**src/verilog/limiter_pkg.sv**
```systemverilog
package limiter_pkg;

  // ----------------------------------------------------------------
  // Timing
  // ----------------------------------------------------------------
  localparam longint unsigned CLK_HZ = 40_000_000;
  localparam longint unsigned MINUTE_S = 60;
  localparam longint unsigned MINUTE_CYCLES = MINUTE_S * CLK_HZ;
  localparam longint unsigned LONG_PRESS_MS = 1000;
  localparam longint unsigned LONG_PRESS_CYCLES = LONG_PRESS_MS * CLK_HZ / 1000;

  // ----------------------------------------------------------------
  // Output values in tenths of a percent
  // ----------------------------------------------------------------
  typedef logic signed [11:0] pct_t;
  localparam pct_t PCT_MIN = 12'hFCE;
  localparam pct_t PCT_MAX = 12'h41A;
  localparam pct_t PCT_STEP = 12'h001;

  typedef struct packed {
    logic [6:0] hours;
    logic [5:0] minutes;
  } duration_t;
  localparam logic [6:0] HOURS_MAX = 7'h63;
  localparam logic [5:0] MINUTES_MAX = 6'h3B;
  localparam duration_t DURATION_ZERO = 13'h0000;

  // ----------------------------------------------------------------
  // Stored settings and their reset values
  // ----------------------------------------------------------------
  typedef struct packed {
    pct_t fault_primary_value;
    pct_t fault_secondary_value;
    pct_t soft_start_primary_limit;
    duration_t soft_start_duration;
  } settings_t;
  localparam pct_t FAULT_PRIMARY_RESET = 12'hFCE;
  localparam pct_t FAULT_SECONDARY_RESET = 12'hFCE;
  localparam pct_t SOFT_LIMIT_RESET = 12'h41A;

  // ----------------------------------------------------------------
  // Front panel
  // ----------------------------------------------------------------
  typedef struct packed {
    logic choose;
    logic up;
    logic down;
    logic back;
  } keys_t;

  typedef enum logic [1:0] {
    MENU_RUN = 2'b00,
    MENU_GROUP = 2'b01,
    MENU_PARAM = 2'b11,
    MENU_EDIT = 2'b10
  } menu_t;

  typedef enum logic [2:0] {
    PARAM_INPUT_TYPE = 3'h0,
    PARAM_FAULT_PRIMARY = 3'h1,
    PARAM_FAULT_SECONDARY = 3'h2,
    PARAM_SOFT_LIMIT = 3'h3,
    PARAM_SOFT_DURATION = 3'h4
  } param_t;

  localparam logic [2:0] GROUP_TUNING = 3'h1;
  localparam logic [2:0] GROUP_SETUP = 3'h6;

  typedef struct packed {
    menu_t menu;
    logic [2:0] group;
    param_t param;
    logic [12:0] value;
    logic blink;
  } display_t;

endpackage : limiter_pkg

```
**src/verilog/fault_softstart_output_limiter.sv**
```systemverilog
// Function
// - During input fault, both outputs take their own configured fault values.
// - After power-on, primary output is capped at the soft-start limit.
// - Duration held as hours and minutes; zero disables the clamp.
// - Once the duration has elapsed the clamp is released.
// - Manual value overrides the clamp; the timer keeps counting.
// - No soft-start clamp when two control outputs are configured.
// - Long choose shows tuning group; arrows pick group; choose enters setup.
// - Choose starts edit with the display blinking; arrows step the value; choose stores.
`timescale 1ns/10ps

module fault_softstart_output_limiter #(
  parameter logic [31:0] MINUTE_COUNT = 32'(limiter_pkg::MINUTE_CYCLES),
  parameter logic [31:0] LONG_PRESS_COUNT = 32'(limiter_pkg::LONG_PRESS_CYCLES)
) (
  // Clock and reset
  input wire logic clk,
  input wire logic rst,
  // Front-panel keys, asynchronous
  input wire limiter_pkg::keys_t keys,
  // Process state, asynchronous fault flag
  input wire logic input_fault_state,
  input wire logic dual_output,
  input wire logic manual_mode,
  input wire limiter_pkg::pct_t manual_value,
  input wire limiter_pkg::pct_t normal_primary,
  input wire limiter_pkg::pct_t normal_secondary,
  input wire logic [12:0] measured_input_type,
  // Actuator outputs
  output limiter_pkg::pct_t primary_control_output,
  output limiter_pkg::pct_t secondary_control_output,
  output logic soft_start_active,
  // Display
  output limiter_pkg::display_t display,
  output limiter_pkg::settings_t settings
);
  import limiter_pkg::*;

  // ----------------------------------------------------------------
  // Input synchronisers
  // ----------------------------------------------------------------
  logic [4:0] sync_a;
  logic [4:0] sync_b;
  logic [4:0] sync_prev;
  keys_t key_now;
  keys_t key_prev;
  keys_t key_edge;
  logic fault_now;

  always_ff @(posedge clk or posedge rst) begin
    if (rst) begin
      sync_a <= 5'h00;
      sync_b <= 5'h00;
      sync_prev <= 5'h00;
    end else begin
      sync_a <= {keys, input_fault_state};
      sync_b <= sync_a;
      sync_prev <= sync_b;
    end
  end

  always_comb begin
    key_now = sync_b[4:1];
    key_prev = sync_prev[4:1];
    key_edge = key_now & ~key_prev;
    fault_now = sync_b[0];
  end

  // ----------------------------------------------------------------
  // Soft-start timer
  // ----------------------------------------------------------------
  // The timer runs from reset regardless of mode, so manual operation
  // does not stretch the soft-start window.
  logic [31:0] minute_count;
  logic [31:0] next_minute_count;
  duration_t elapsed;
  duration_t next_elapsed;
  logic next_soft_start_active;

  always_comb begin
    next_minute_count = minute_count + 32'h00000001;
    next_elapsed = elapsed;
    if (minute_count == MINUTE_COUNT - 32'h00000001) begin
      next_minute_count = 32'h00000000;
      if (elapsed.minutes == MINUTES_MAX) begin
        if (elapsed.hours != HOURS_MAX) begin
          next_elapsed.minutes = 6'h00;
          next_elapsed.hours = elapsed.hours + 7'h01;
        end
      end else begin
        next_elapsed.minutes = elapsed.minutes + 6'h01;
      end
    end
    next_soft_start_active = (settings.soft_start_duration != DURATION_ZERO)
      && (next_elapsed < settings.soft_start_duration)
      && !dual_output;
  end

  always_ff @(posedge clk or posedge rst) begin
    if (rst) begin
      minute_count <= 32'h00000000;
      elapsed <= DURATION_ZERO;
      soft_start_active <= 1'b0;
    end else begin
      minute_count <= next_minute_count;
      elapsed <= next_elapsed;
      soft_start_active <= next_soft_start_active;
    end
  end

  // ----------------------------------------------------------------
  // Output override
  // ----------------------------------------------------------------
  pct_t next_primary;
  pct_t next_secondary;

  always_comb begin
    next_secondary = normal_secondary;
    if (fault_now) begin
      next_primary = settings.fault_primary_value;
      next_secondary = settings.fault_secondary_value;
    end else if (manual_mode) begin
      next_primary = manual_value;
    end else if (soft_start_active && normal_primary > settings.soft_start_primary_limit) begin
      next_primary = settings.soft_start_primary_limit;
    end else begin
      next_primary = normal_primary;
    end
  end

  always_ff @(posedge clk or posedge rst) begin
    if (rst) begin
      primary_control_output <= PCT_MIN;
      secondary_control_output <= PCT_MIN;
    end else begin
      primary_control_output <= next_primary;
      secondary_control_output <= next_secondary;
    end
  end

  // ----------------------------------------------------------------
  // Front-panel menu
  // ----------------------------------------------------------------
  menu_t menu;
  menu_t next_menu;
  logic [2:0] group;
  logic [2:0] next_group;
  param_t param;
  param_t next_param;
  logic [12:0] edit_value;
  logic [12:0] next_edit_value;
  logic [31:0] hold_count;
  logic [31:0] next_hold_count;
  settings_t next_settings;
  display_t next_display;
  logic [12:0] shown_value;

  function automatic logic [12:0] step_value(param_t p, logic [12:0] v, logic up);
    pct_t pct;
    duration_t dur;
    pct = pct_t'(v[11:0]);
    dur = duration_t'(v);
    if (p == PARAM_SOFT_DURATION) begin
      if (up) begin
        if (dur.minutes != MINUTES_MAX) begin
          dur.minutes = dur.minutes + 6'h01;
        end else if (dur.hours != HOURS_MAX) begin
          dur.minutes = 6'h00;
          dur.hours = dur.hours + 7'h01;
        end
      end else begin
        if (dur.minutes != 6'h00) begin
          dur.minutes = dur.minutes - 6'h01;
        end else if (dur.hours != 7'h00) begin
          dur.minutes = MINUTES_MAX;
          dur.hours = dur.hours - 7'h01;
        end
      end
      return 13'(dur);
    end
    // Clamping here keeps a stored value inside the legal output range
    if (up && pct < PCT_MAX) begin
      pct = pct + PCT_STEP;
    end else if (!up && pct > PCT_MIN) begin
      pct = pct - PCT_STEP;
    end
    return {pct[11], pct};
  endfunction : step_value

  always_comb begin
    unique case (param)
      PARAM_INPUT_TYPE: shown_value = measured_input_type;
      PARAM_FAULT_PRIMARY: shown_value = {settings.fault_primary_value[11],
        settings.fault_primary_value};
      PARAM_FAULT_SECONDARY: shown_value = {settings.fault_secondary_value[11],
        settings.fault_secondary_value};
      PARAM_SOFT_LIMIT: shown_value = {settings.soft_start_primary_limit[11],
        settings.soft_start_primary_limit};
      PARAM_SOFT_DURATION: shown_value = 13'(settings.soft_start_duration);
      default: shown_value = 13'h0000;
    endcase
  end

  always_comb begin
    next_menu = menu;
    next_group = group;
    next_param = param;
    next_edit_value = edit_value;
    next_settings = settings;
    next_hold_count = key_now.choose ? hold_count + 32'h00000001 : 32'h00000000;
    if (hold_count == LONG_PRESS_COUNT) begin
      next_hold_count = hold_count;
    end
    unique case (menu)
      MENU_RUN: begin
        if (key_now.choose && hold_count == LONG_PRESS_COUNT - 32'h00000001) begin
          next_menu = MENU_GROUP;
          next_group = GROUP_TUNING;
        end
      end
      MENU_GROUP: begin
        if (key_edge.back) begin
          next_menu = MENU_RUN;
        end else if (key_edge.up) begin
          next_group = (group == GROUP_SETUP) ? GROUP_TUNING : group + 3'h1;
        end else if (key_edge.down) begin
          next_group = (group == GROUP_TUNING) ? GROUP_SETUP : group - 3'h1;
        end else if (key_edge.choose && group == GROUP_SETUP) begin
          next_menu = MENU_PARAM;
          next_param = PARAM_INPUT_TYPE;
        end
      end
      MENU_PARAM: begin
        if (key_edge.back) begin
          next_menu = MENU_RUN;
        end else if (key_edge.up) begin
          next_param = (param == PARAM_SOFT_DURATION) ? PARAM_INPUT_TYPE : param_t'(param + 3'h1);
        end else if (key_edge.down) begin
          next_param = (param == PARAM_INPUT_TYPE) ? PARAM_SOFT_DURATION : param_t'(param - 3'h1);
        end else if (key_edge.choose && param != PARAM_INPUT_TYPE) begin
          next_menu = MENU_EDIT;
          next_edit_value = shown_value;
        end
      end
      MENU_EDIT: begin
        if (key_edge.back) begin
          next_menu = MENU_RUN;
        end else if (key_edge.up || key_edge.down) begin
          next_edit_value = step_value(param, edit_value, key_edge.up);
        end else if (key_edge.choose) begin
          next_menu = MENU_PARAM;
          unique case (param)
            PARAM_FAULT_PRIMARY: next_settings.fault_primary_value = pct_t'(edit_value[11:0]);
            PARAM_FAULT_SECONDARY: next_settings.fault_secondary_value = pct_t'(edit_value[11:0]);
            PARAM_SOFT_LIMIT: next_settings.soft_start_primary_limit = pct_t'(edit_value[11:0]);
            PARAM_SOFT_DURATION: next_settings.soft_start_duration = duration_t'(edit_value);
            default: next_settings = settings;
          endcase
        end
      end
    endcase
    next_display.menu = next_menu;
    next_display.group = next_group;
    next_display.param = next_param;
    next_display.value = (menu == MENU_EDIT) ? edit_value : shown_value;
    next_display.blink = (next_menu == MENU_EDIT);
  end

  always_ff @(posedge clk or posedge rst) begin
    if (rst) begin
      menu <= MENU_RUN;
      group <= GROUP_TUNING;
      param <= PARAM_INPUT_TYPE;
      edit_value <= 13'h0000;
      hold_count <= 32'h00000000;
      settings <= {FAULT_PRIMARY_RESET, FAULT_SECONDARY_RESET, SOFT_LIMIT_RESET, DURATION_ZERO};
      display <= '0;
    end else begin
      menu <= next_menu;
      group <= next_group;
      param <= next_param;
      edit_value <= next_edit_value;
      hold_count <= next_hold_count;
      settings <= next_settings;
      display <= next_display;
    end
  end

endmodule : fault_softstart_output_limiter

```
**config.mk**
```make
export PLATFORM = sky130hd
export DESIGN_NAME = fault_softstart_output_limiter
export DESIGN_NICKNAME = d
export VERILOG_FILES = /design/src/verilog/limiter_pkg.sv /design/src/verilog/fault_softstart_output_limiter.sv
export SDC_FILE = /design/constraint.sdc
export NUM_CORES = 1
export LEC_CHECK = 0
export BUFFER_PORTS_ARGS = -buffer_cell sky130_fd_sc_hd__buf_2
export CORE_MARGIN = 2
export CORE_UTILIZATION = 60
export CTS_BUF_LIST = sky130_fd_sc_hd__clkbuf_8
export DETAILED_ROUTE_END_ITERATION = 16
export GPL_ROUTABILITY_DRIVEN = 0
export PLACE_DENSITY = 0.83
export REMOVE_ABC_BUFFERS = 1
export SETUP_SLACK_MARGIN = 0.15
export SYNTH_ARGS = -nofsm -noshare
export SYNTH_HDL_FRONTEND = slang
export SYNTH_SLANG_ARGS = --single-unit
export TNS_END_PERCENT = 50
```
**constraint.sdc**
```tcl
create_clock -name clk -period 15.75 [get_ports clk]
set_input_delay 2.3625 -clock clk [delete_from_list [all_inputs] [get_ports clk]]
set_output_delay 2.3625 -clock clk [all_outputs]
set_load 0.03 [all_outputs]
```
==> results of run 1 <==
-- critical path: stages --
cell and delay (ps):
buf_2 110, ha_1 740, nand4_1 260, a211o_1 380
a31oi_1 700, nand2_1 140, a21oi_1 190
-- state kept, by name, indices dropped and copies added, names as in the netlist, 2 cells and up, named ones only --
signal                    flops
settings                     49
hold_count                   32
minute_count                 32
display                      15
edit_value                   13
elapsed                      13
primary_control_output       12
secondary_control_output     12
sync_a                        5
sync_b                        5
sync_prev                     4
param                         3
menu                          2
-- routing by layer --
layer / wire (um) / GRT usage
met1: 12700 / 0.413
met2: 14400 / 0.498
met3: 2570 / 0.0599
met4: 1450 / 0.168
met5: 0 / 0
-- final timing paths --
kind	end	slack (ps)	cells after the start
worst min register to register	sync_b[3]	340	0
min in group asynchronous	minute_count[1]	2060	2
max in group asynchronous	settings[37]	12260	3
worst min-delay path	sync_b[3]	340	0
worst max register to register	soft_start_active	11520	12
worst max-delay path	primary_control_output[4]	11280	7
-- cells in the mapped netlist, types with 3 or more instances --
cell type and count:
mux2_2 47, nor3_1 21, ha_1 46, mux2i_1 5, a211o_1 5, xor2_1 30
a211oi_1 8, inv_1 51, a311oi_1 3, a221oi_1 11, nand4_1 32, nand2b_1 13
nor3b_1 6, o211ai_1 13, or3_1 11, dfstp_2 41, nor4_1 17, nand3_1 43
clkbuf_1 54, nand2_1 140, buf_1 3, a21o_1 21, a222oi_1 9, o31ai_1 6
a31oi_1 12, o21ai_0 88, or4_1 4, nor2b_1 13, nor2_1 83, a21oi_1 69
nor4b_1 5, a22oi_1 9, and4_1 8, dfrtp_1 160, and2_1 7, buf_4 3
xnor2_1 30, a22o_1 7, and3_1 15, o22ai_1 15, or2_2 7
-- logic make-up (layout without fill, tap and decap cells) --
logic type,after synthesis,in the layout,synth area share
fa+ha+maj,47,47,0.0521
flops,201,201,0.445
simple gates,440,440,0.193
buf+inv,114,275,0.0395
mux,54,54,0.0536
compound gates,304,304,0.171
xor+xnor,60,60,0.0460
-- power groups by stage --
| stage | combinational [mW] | sequential [mW] | clock, mW |
|---|---|---|---|
| after detailed placement | 0.0742 | 0.539 | 0 |
| final | 0.0747 | 0.531 | 0.501 |
| after global routing | 0.0822 | 0.531 | 0.534 |
| after floorplan | 0.0356 | 0.551 | 0 |
| after global placement | 0.0731 | 0.539 | 0 |
| after CTS | 0.0747 | 0.531 | 0.510 |
-- area by class of cell --
| type | count | area share |
|---|---|---|
| clock buffer | 48 | 0.0506 |
| inverter | 51 | 0.0153 |
| timing repair buffer | 161 | 0.0633 |
| clock inverter | 15 | 0.00671 |
| multi-input combinational | 905 | 0.452 |
| tap | 234 | 0.0224 |
| sequential | 201 | 0.390 |
==> flow_summary.toml, run 1 <==
[timing]
fin_ws_ps = 11280
worstMarginPinSlew_ps = 1160
whs_ps = 337
final-max-slew-violation-count = 0
timing.final.setup_violations = 0
post-route-period-util = 0.284
totalNegativeSetupSlack_ps = 0
rsz_0062_raised_after_global_routing = "no"
clock-skew-final_ps = 19.8
maxClockFrequency_mhz = 224
slew-limit-headroom = 0.215
period_needed_ps = 4470
final_hold_viol_count = 0

[clocking]
ctsResizeCount = 0
cts_tree = "done"
cts-buffers-inserted = 36
worst_case_clock_buffer_depth = 3
cts_hold_repair.buffers = 0
count_of_h_tree_levels_built_during_cts = 2
clock_insertion_delay_worst_skew_ps = 530
clock_tree.root_cell = "clkbuf_8"
cts.repair_timing.setup_buffer_count = 0
clkSlewWorstSetupHoldPaths_ps = 60
cts.sinks = 201

[place]
port_buffers = 153
pre_cts_ws_ps = 10870
dpl.hpwl_um = 22100
post-place-cells = 1552
postPlaceCellArea_um2 = 12300

[synth]
synthCells = 1220
post_synth_instance_area_um2 = 11400
ys_dominant_reg_cell = "dfrtp_1"
synthDominantCellAreaShare = 0.350
syn_avg_cell_area_um2 = 9.37
post_synthesis_sequential_element_count = 201
synth-async-reset-ratio = 1.00
synth-edff-count = 0
synth.yosys.seq_area_share = 0.445
yosysTopAreaCell = "dfrtp_1"
synth_warnings = 0
yosys-top-cells-area = "dfrtp_1, dfstp_2, ha_1"
synthDistinctLibCells = 80

[cells_and_area]
area_growth_syn_to_layout_pct = 14.1
mostFrequentLayoutCells = "dfrtp_1, buf_2, nand2_1"
antenna_cells = 0
mostFrequentLayoutCell = "dfrtp_1"
area.sequential_um2 = 5080
fraction_of_final_layout_cells_sized_beyond_drive_strength_1 = 0.235
fill_cells = 1429
multi_input_area_um2 = 5900
final_nets = 1461
layoutNonFillerInstCount = 1615
post-route-cell-area_um2 = 13000
final_core_utilization = 0.697

[global_routing]
grt_start_max_net_pins = 136
track_usage = 0.315
first_pass_grt_wire_length_um = 50900
global_route.overflow_total = 0
antenna_found_initial = 0
first_global_vias = 10100

[power]
swShare = 0.242
internal_power_mw = 0.839
max-vdd-ir-drop_uv = 69.9
p_switching_mw = 0.267
clkPwrFrac = 0.453
pwr-share-seq = 0.480
power_mw = 1.11
power_density_over_the_cells_nw_per_um2 = 84.8
power.combinational.fraction = 0.068
cellLeakagePower_nw = 5.90

[routing]
final_wl_um = 31100
wire_per_inst_um = 19.3
first_iter_violations = 914
num_vias = 10300
detail_route.drc_violations = 0
ant_nets = 0
via_density_per_instance = 6.35
drt_first_pass_iters = 6

[worst_setup_path]
worst_ep_required_time_ps = 16180
end_kind = "register"
timing.critical_path.from = "normal_primary[11]"
critPathKind = "input pin to register"
crit-reg2reg-launch = "minute_count[28]"
crit_fanout = 28
critical_path_arrival_ps = 4900
startpoint_type = "input pin"

[die]
fp.dieArea_um2 = 20200
dieWidth_um = 142
chipHeight_um = 142
floorplan.rows = 50
placeableCoreArea_um2 = 18700
initial_core_utilization = 0.611
top_level_ports = 154

[status]
status = "completed"

[job]
cap_violations = 0

[min_path]
worst_min_delay_path_startpoint = "sync_a[3]"
worst_hold_path_type = "register to register"
No activity file was read; power rests on OpenSTA's default activity.
==> run 2, diff against run 1 <==
--- a/config.mk
+++ b/config.mk
@@ -7,11 +7,11 @@
 export LEC_CHECK = 0
 export BUFFER_PORTS_ARGS = -buffer_cell sky130_fd_sc_hd__buf_2
 export CORE_MARGIN = 2
-export CORE_UTILIZATION = 60
+export CORE_UTILIZATION = 54
 export CTS_BUF_LIST = sky130_fd_sc_hd__clkbuf_8
 export DETAILED_ROUTE_END_ITERATION = 16
 export GPL_ROUTABILITY_DRIVEN = 0
-export PLACE_DENSITY = 0.83
+export PLACE_DENSITY = 0.78
 export REMOVE_ABC_BUFFERS = 1
 export SETUP_SLACK_MARGIN = 0.15
 export SYNTH_ARGS = -nofsm -noshare
==> constraint.sdc (replaced) <==
create_clock -name clk -period 3.6 [get_ports clk]
set_input_delay 0.54 -clock clk [delete_from_list [all_inputs] [get_ports clk]]
set_output_delay 0.54 -clock clk [all_outputs]
set_load 0.03 [all_outputs]
==> run 2 against run 1 <==
  * First-iteration DRC count is 16% higher
  * Power grew to 4.3 times the previous value
  * Sequential share of layout area is 0.81 points lower
  * Cell count is 4.2% higher
  * Wire length is 5.1% higher
  * Hold slack worse by 210 ps
  * Worst setup slack worse by 11000 ps
  * Clock power grew to 4.2 times the previous value
==> flow_summary.toml, run 2 (same netlist as run 1, synthesis figures left out) <==
[status]
status = "completed"

[cells_and_area]
largest_register = "settings"
area.sequential_um2 = 5080
fraction_of_final_layout_cells_sized_beyond_drive_strength_1 = 0.251
final_core_utilization = 0.638
mostFrequentLayoutCells = "dfrtp_1, buf_2, nand2_1"
mostFrequentLayoutCell = "dfrtp_1"
fill_cells = 1730
area_growth_syn_to_layout_pct = 16.6
final_nets = 1488
largest_register_ff_count = 49
layoutNonFillerInstCount = 1683
multi_input_area_um2 = 5940
biggestRegsByFlops = "settings (49), hold_count (32), minute_count (32)"
antenna_cells = 0

[timing]
final-max-slew-violation-count = 0
timing.final.setup_violations = 0
fin_ws_ps = 141
post-route-period-util = 0.961
slew-limit-headroom = 0.163
worstMarginPinSlew_ps = 1240
final_hold_viol_count = 0
maxClockFrequency_mhz = 289
rsz_0062_raised_after_global_routing = "yes"
period_needed_ps = 3460
clock-skew-final_ps = 15.3

[worst_setup_path]
timing.critical_path.cells = "or4b_4, or4_4, nor3_4, buf_6, nand3_4, xnor2_2, ha_1, a21o_1, a21o_1, a21oi_2, o2111a_1, nand4_1, o21ai_1"
r2r_slack_ps = 140
largest_stage_delay_on_the_critical_path_ps = 550
critical_path_arrival_ps = 3890
startpoint_type = "register"
critPathKind = "register to register"
worst_ep_required_time_ps = 4030
reg2regPathDepth = 13
cp_slowest_cell = "or4b_4"
timing.critical_path.from = "minute_count[23]"
critical_path.reg2reg.endpoint = "soft_start_active"
end_kind = "register"
crit_end = "soft_start_active"
most_prevalent_standard_cell_on_the_critical_path = "a21o_1"
crit-reg2reg-launch = "minute_count[23]"
crit_fanout = 3

[routing]
via_density_per_instance = 6.23
ant_nets = 0
num_vias = 10500
final_wl_um = 32700
first_iter_violations = 1057
drt_first_pass_iters = 6
wire_per_inst_um = 19.4
detail_route.drc_violations = 0

[power]
p_switching_mw = 1.17
swShare = 0.245
clkPwrFrac = 0.443
cellLeakagePower_nw = 6.06
internal_power_mw = 3.60
pwr-share-seq = 0.487
max-vdd-ir-drop_uv = 231
power_density_over_the_cells_nw_per_um2 = 358
power.combinational.fraction = 0.070

[die]
top_level_ports = 154
placeableCoreArea_um2 = 20900
chipHeight_um = 149
fp.dieArea_um2 = 22300
initial_core_utilization = 0.547
floorplan.rows = 53
dieWidth_um = 149

[clocking]
cts_hold_repair.buffers = 0
cts_tree = "done"
clock_tree.root_cell = "clkbuf_8"
clock_insertion_delay_worst_skew_ps = 520
cts-buffers-inserted = 36
clkSlewWorstSetupHoldPaths_ps = 60
worst_case_clock_buffer_depth = 3
count_of_h_tree_levels_built_during_cts = 2
cts.sinks = 201

[place]
pre_cts_ws_ps = -91.7
port_buffers = 153
post-place-cells = 1610
dpl.hpwl_um = 23300

[global_routing]
track_usage = 0.291
global_route.overflow_total = 0
first_pass_grt_wire_length_um = 51800
antenna_found_initial = 0
first_global_vias = 10100
grt_start_max_net_pins = 109

[job]
cap_violations = 0

[min_path]
worst_hold_path_type = "input pin to register"
==> run 2: routing by layer <==
layer | global-route usage | vias up | part of all wire
li1 | - | 4759 | -
met1 | 0.385 | 5069 | 0.41
met2 | 0.465 | 534 | 0.46
met3 | 0.0534 | 118 | 0.083
met4 | 0.138 | 0 | 0.046
met5 | 0 | - | 0
==> run 2: how the worst min path moves through the flow <==
stage               from   endpoint  cells after the start
3_5_place_dp   sync_a[0]  sync_b[0]                      0
6_report         keys[0]  sync_a[1]                      1
4_1_cts          keys[0]  sync_a[1]                      1
2_1_floorplan  sync_a[0]  sync_b[0]                      0
3_3_place_gp   sync_a[0]  sync_b[0]                      0
5_1_grt          keys[3]  sync_a[4]                      1
==> run 2: what timing repair did <==
item / CTS / global route
setup buffers: 3 / 7
pin swaps: 2 / 11
setup endpoints to repair: 1 / 1
resized for setup: 2 / 10
==> run 2: metrics by stage <==
step / instance area (um2) / power (mW) / setup TNS [ps] / hold slack [ps]
5_1_grt: 13300 / 4.95 / 0 / 100
4_1_cts: 13200 / 4.80 / 0 / 98.5
3_3_place_gp: 12500 / 2.69 / 0 / 333
2_1_floorplan: 11200 / 2.57 / -411100 / 331
6_report: 13300 / 4.77 / 0 / 126
3_5_place_dp: 12500 / 2.69 / -91.7 / 335
==> run 2: critical path, delay by kind of cell, from the launching register on <==
family / cells / cell delay, ps
AND/OR/NAND/NOR: 5 / 1460
AO/OA/AOI/OAI: 5 / 890
flip-flops: 1 / 380
adder cells (fa/ha/maj): 1 / 330
XOR/XNOR: 1 / 170
buffers and inverters: 1 / 150
==> run 2: area by class of cell <==
class,instances,area share
clock inverter,15,0.00423
clock buffer,48,0.0496
timing repair buffer,188,0.0784
tap,275,0.0258
inverter,51,0.0149
sequential,201,0.381
multi-input combinational,905,0.446
==> run 2: power groups by stage <==
stage / clock network, mW / registers [mW] / logic [mW]
4_1_cts: 2.15 / 2.32 / 0.332
6_report: 2.11 / 2.32 / 0.332
3_3_place_gp: 0 / 2.36 / 0.325
3_5_place_dp: 0 / 2.36 / 0.330
5_1_grt: 2.26 / 2.33 / 0.367
2_1_floorplan: 0 / 2.41 / 0.156
==> run 3, diff against run 2 <==
--- a/config.mk
+++ b/config.mk
@@ -7,13 +7,15 @@
 export LEC_CHECK = 0
 export BUFFER_PORTS_ARGS = -buffer_cell sky130_fd_sc_hd__buf_2
 export CORE_MARGIN = 2
-export CORE_UTILIZATION = 54
+export CORE_UTILIZATION = 60
 export CTS_BUF_LIST = sky130_fd_sc_hd__clkbuf_8
 export DETAILED_ROUTE_END_ITERATION = 16
 export GPL_ROUTABILITY_DRIVEN = 0
-export PLACE_DENSITY = 0.78
+export PLACE_DENSITY = 0.83
+export RECOVER_POWER = 25
 export REMOVE_ABC_BUFFERS = 1
 export SETUP_SLACK_MARGIN = 0.15
+export SLEW_MARGIN = 20
 export SYNTH_ARGS = -nofsm -noshare
 export SYNTH_HDL_FRONTEND = slang
 export SYNTH_SLANG_ARGS = --single-unit
==> constraint.sdc (replaced) <==
create_clock -name clk -period 4.1 [get_ports clk]
set_input_delay 0.615 -clock clk [delete_from_list [all_inputs] [get_ports clk]]
set_output_delay 0.615 -clock clk [all_outputs]
set_load 0.03 [all_outputs]
==> run 3 against run 2 <==
  * The run now ends with capacitance limit, slew limit left
  * First-iteration DRC count is essentially flat
  * Sequential power shrank 12%
  * Power shrank 13%
  * Core utilization grew 6.0 points
  * Clock skew grew 3.6 ps
  * Wire length shrank 2.9%
  * Global-route usage grew 2.4 points
  * Cell count shrank 3.6%
  * Hold slack gained 82 ps
  * Combinational power shrank 13%
  * Non-clock buffer count shrank 16
  * Largest cell class unchanged
  * Highest routed layer unchanged
==> flow_summary.toml, run 3 (same netlist as run 1, synthesis figures left out) <==
[global_routing]
first_pass_grt_wire_length_um = 51000
global_route.overflow_total = 0
track_usage = 0.315
antenna_found_initial = 0
grt_start_max_net_pins = 133
first_global_vias = 9930

[worst_setup_path]
timing.critical_path.from = "minute_count[28]"
critPathKind = "register to register"
critical_path_arrival_ps = 4170
critical_path.reg2reg.endpoint = "soft_start_active"
largest_stage_delay_on_the_critical_path_ps = 560
cp_slowest_cell = "or4_4"
timing.critical_path.cells = "or4b_1, or4_4, nor3_4, nand3_2, xnor2_1, ha_1, a21o_1, a21o_1, a21oi_1, o2111a_1, nand4_1, o21ai_1"
most_prevalent_standard_cell_on_the_critical_path = "a21o_1"
critical-path-top-delay-family = "simple AND/OR/NAND/NOR gates"
crit_end = "soft_start_active"
crit_fanout = 14
end_kind = "register"
crit-reg2reg-launch = "minute_count[28]"
worst_ep_required_time_ps = 4530
reg2regPathDepth = 12
critical_path_depth = 12
critical_path.n_buffers_inverters = 0
r2r_slack_ps = 360
startpoint_type = "register"

[place]
post-place-cells = 1563
dpl.hpwl_um = 22500
port_buffers = 153

[status]
status = "complete, but fails checks"
failed_checks = "capacitance limit, slew limit"

[timing]
timing.final.setup_violations = 0
post-route-period-util = 0.912
clock-skew-final_ps = 18.9
final-max-slew-violation-count = 133
final_hold_viol_count = 0
rsz_0062_raised_after_global_routing = "no"
period_needed_ps = 3740
totalNegativeSetupSlack_ps = 0
maxClockFrequency_mhz = 267
slew-limit-headroom = -0.835
worstMarginPinSlew_ps = 2750

[routing]
num_vias = 10500
detail_route.drc_violations = 0
via_density_per_instance = 6.44
ant_nets = 0
drt_first_pass_iters = 6
first_iter_violations = 1058
wire_per_inst_um = 19.6
final_wl_um = 31800

[power]
max-vdd-ir-drop_uv = 210
power_mw = 4.14
cellLeakagePower_nw = 5.93
power_density_over_the_cells_nw_per_um2 = 317

[clocking]
cts-buffers-inserted = 35
clock_insertion_delay_worst_skew_ps = 520
worst_case_clock_buffer_depth = 3
cts.repair_timing.setup_buffer_count = 0
clkSlewWorstSetupHoldPaths_ps = 60
cts.sinks = 201
ctsResizeCount = 0
count_of_h_tree_levels_built_during_cts = 2
cts_tree = "done"
clock_tree.root_cell = "clkbuf_8"
cts_hold_repair.buffers = 0

[cells_and_area]
final_nets = 1471
mostFrequentLayoutCell = "dfrtp_1"
antenna_cells = 0
mostFrequentLayoutCells = "dfrtp_1, buf_2, nand2_1"
biggestRegsByFlops = "settings (49), hold_count (32), minute_count (32)"
largest_register = "settings"
largest_register_ff_count = 49
layoutNonFillerInstCount = 1623
area_growth_syn_to_layout_pct = 14.3
fraction_of_final_layout_cells_sized_beyond_drive_strength_1 = 0.238

[min_path]
worst_hold_path_type = "input pin to register"

[job]
cap_violations = 1

[die]
dieWidth_um = 142
top_level_ports = 154
placeableCoreArea_um2 = 18700
floorplan.rows = 50
chipHeight_um = 142
initial_core_utilization = 0.611
fp.dieArea_um2 = 20200
[run 3: cell types whose count changed in the layout (fill, tap and decap cells not counted), sizes merged]
cell,before,now
buf,188,171
bufinv,0,1
clkbuf,48,44
clkinv,0,4
clkinvlp,0,1
inv,66,62
[run 3: cell type report]
class	instances	area, um2
Timing Repair Buffer	172	907
Sequential cell	201	5080
Inverter	51	195
Clock buffer	43	592
Tap cell	234	293
Multi-Input combinational cell	905	5900
Clock inverter	17	95.1
Fill cell	1439	5650
[run 3: power breakdown]
group | internal [mW] | switching, mW | total [mW] | leakage, nW
Sequential | 2.02 | 0.0133 | 2.04 | 2.52
Clock | 1.01 | 0.809 | 1.81 | 0.403
Combinational | 0.0957 | 0.194 | 0.290 | 3.00
[run 3: worst min-delay path by stage]
| stage | start | endpoint | slack, ps | depth (start not counted) |
|---|---|---|---|---|
| floorplan | sync_a[0] | sync_b[0] | 330 | 0 |
| global placement | sync_a[0] | sync_b[0] | 330 | 0 |
| detailed placement | sync_a[1] | sync_b[1] | 340 | 0 |
| CTS | keys[0] | sync_a[1] | 180 | 1 |
| global route | keys[3] | sync_a[4] | 190 | 1 |
| finish | keys[0] | sync_a[1] | 210 | 1 |
[run 3: routing by layer]
layer	global-route usage	up-vias	wire length, um
met2	0.497	568	14800
met4	0.151	0	1550
met1	0.418	5041	12700
met3	0.0663	132	2770
met5	0	-	0
li1	-	4714	-
[run 3: per-stage QoR]
| step | area (um2) | setup slack [ps] | utilization | hold slack [ps] |
|---|---|---|---|---|
| floorplan | 11200 | -1930 | - | 331 |
| CTS | 13100 | 352 | 0.698 | 180 |
| finish | 13100 | 361 | 0.698 | 208 |
| detailed placement | 12400 | 353 | 0.662 | 336 |
| global route | 13100 | 153 | 0.698 | 186 |
| global placement | 12400 | 500 | 0.662 | 333 |
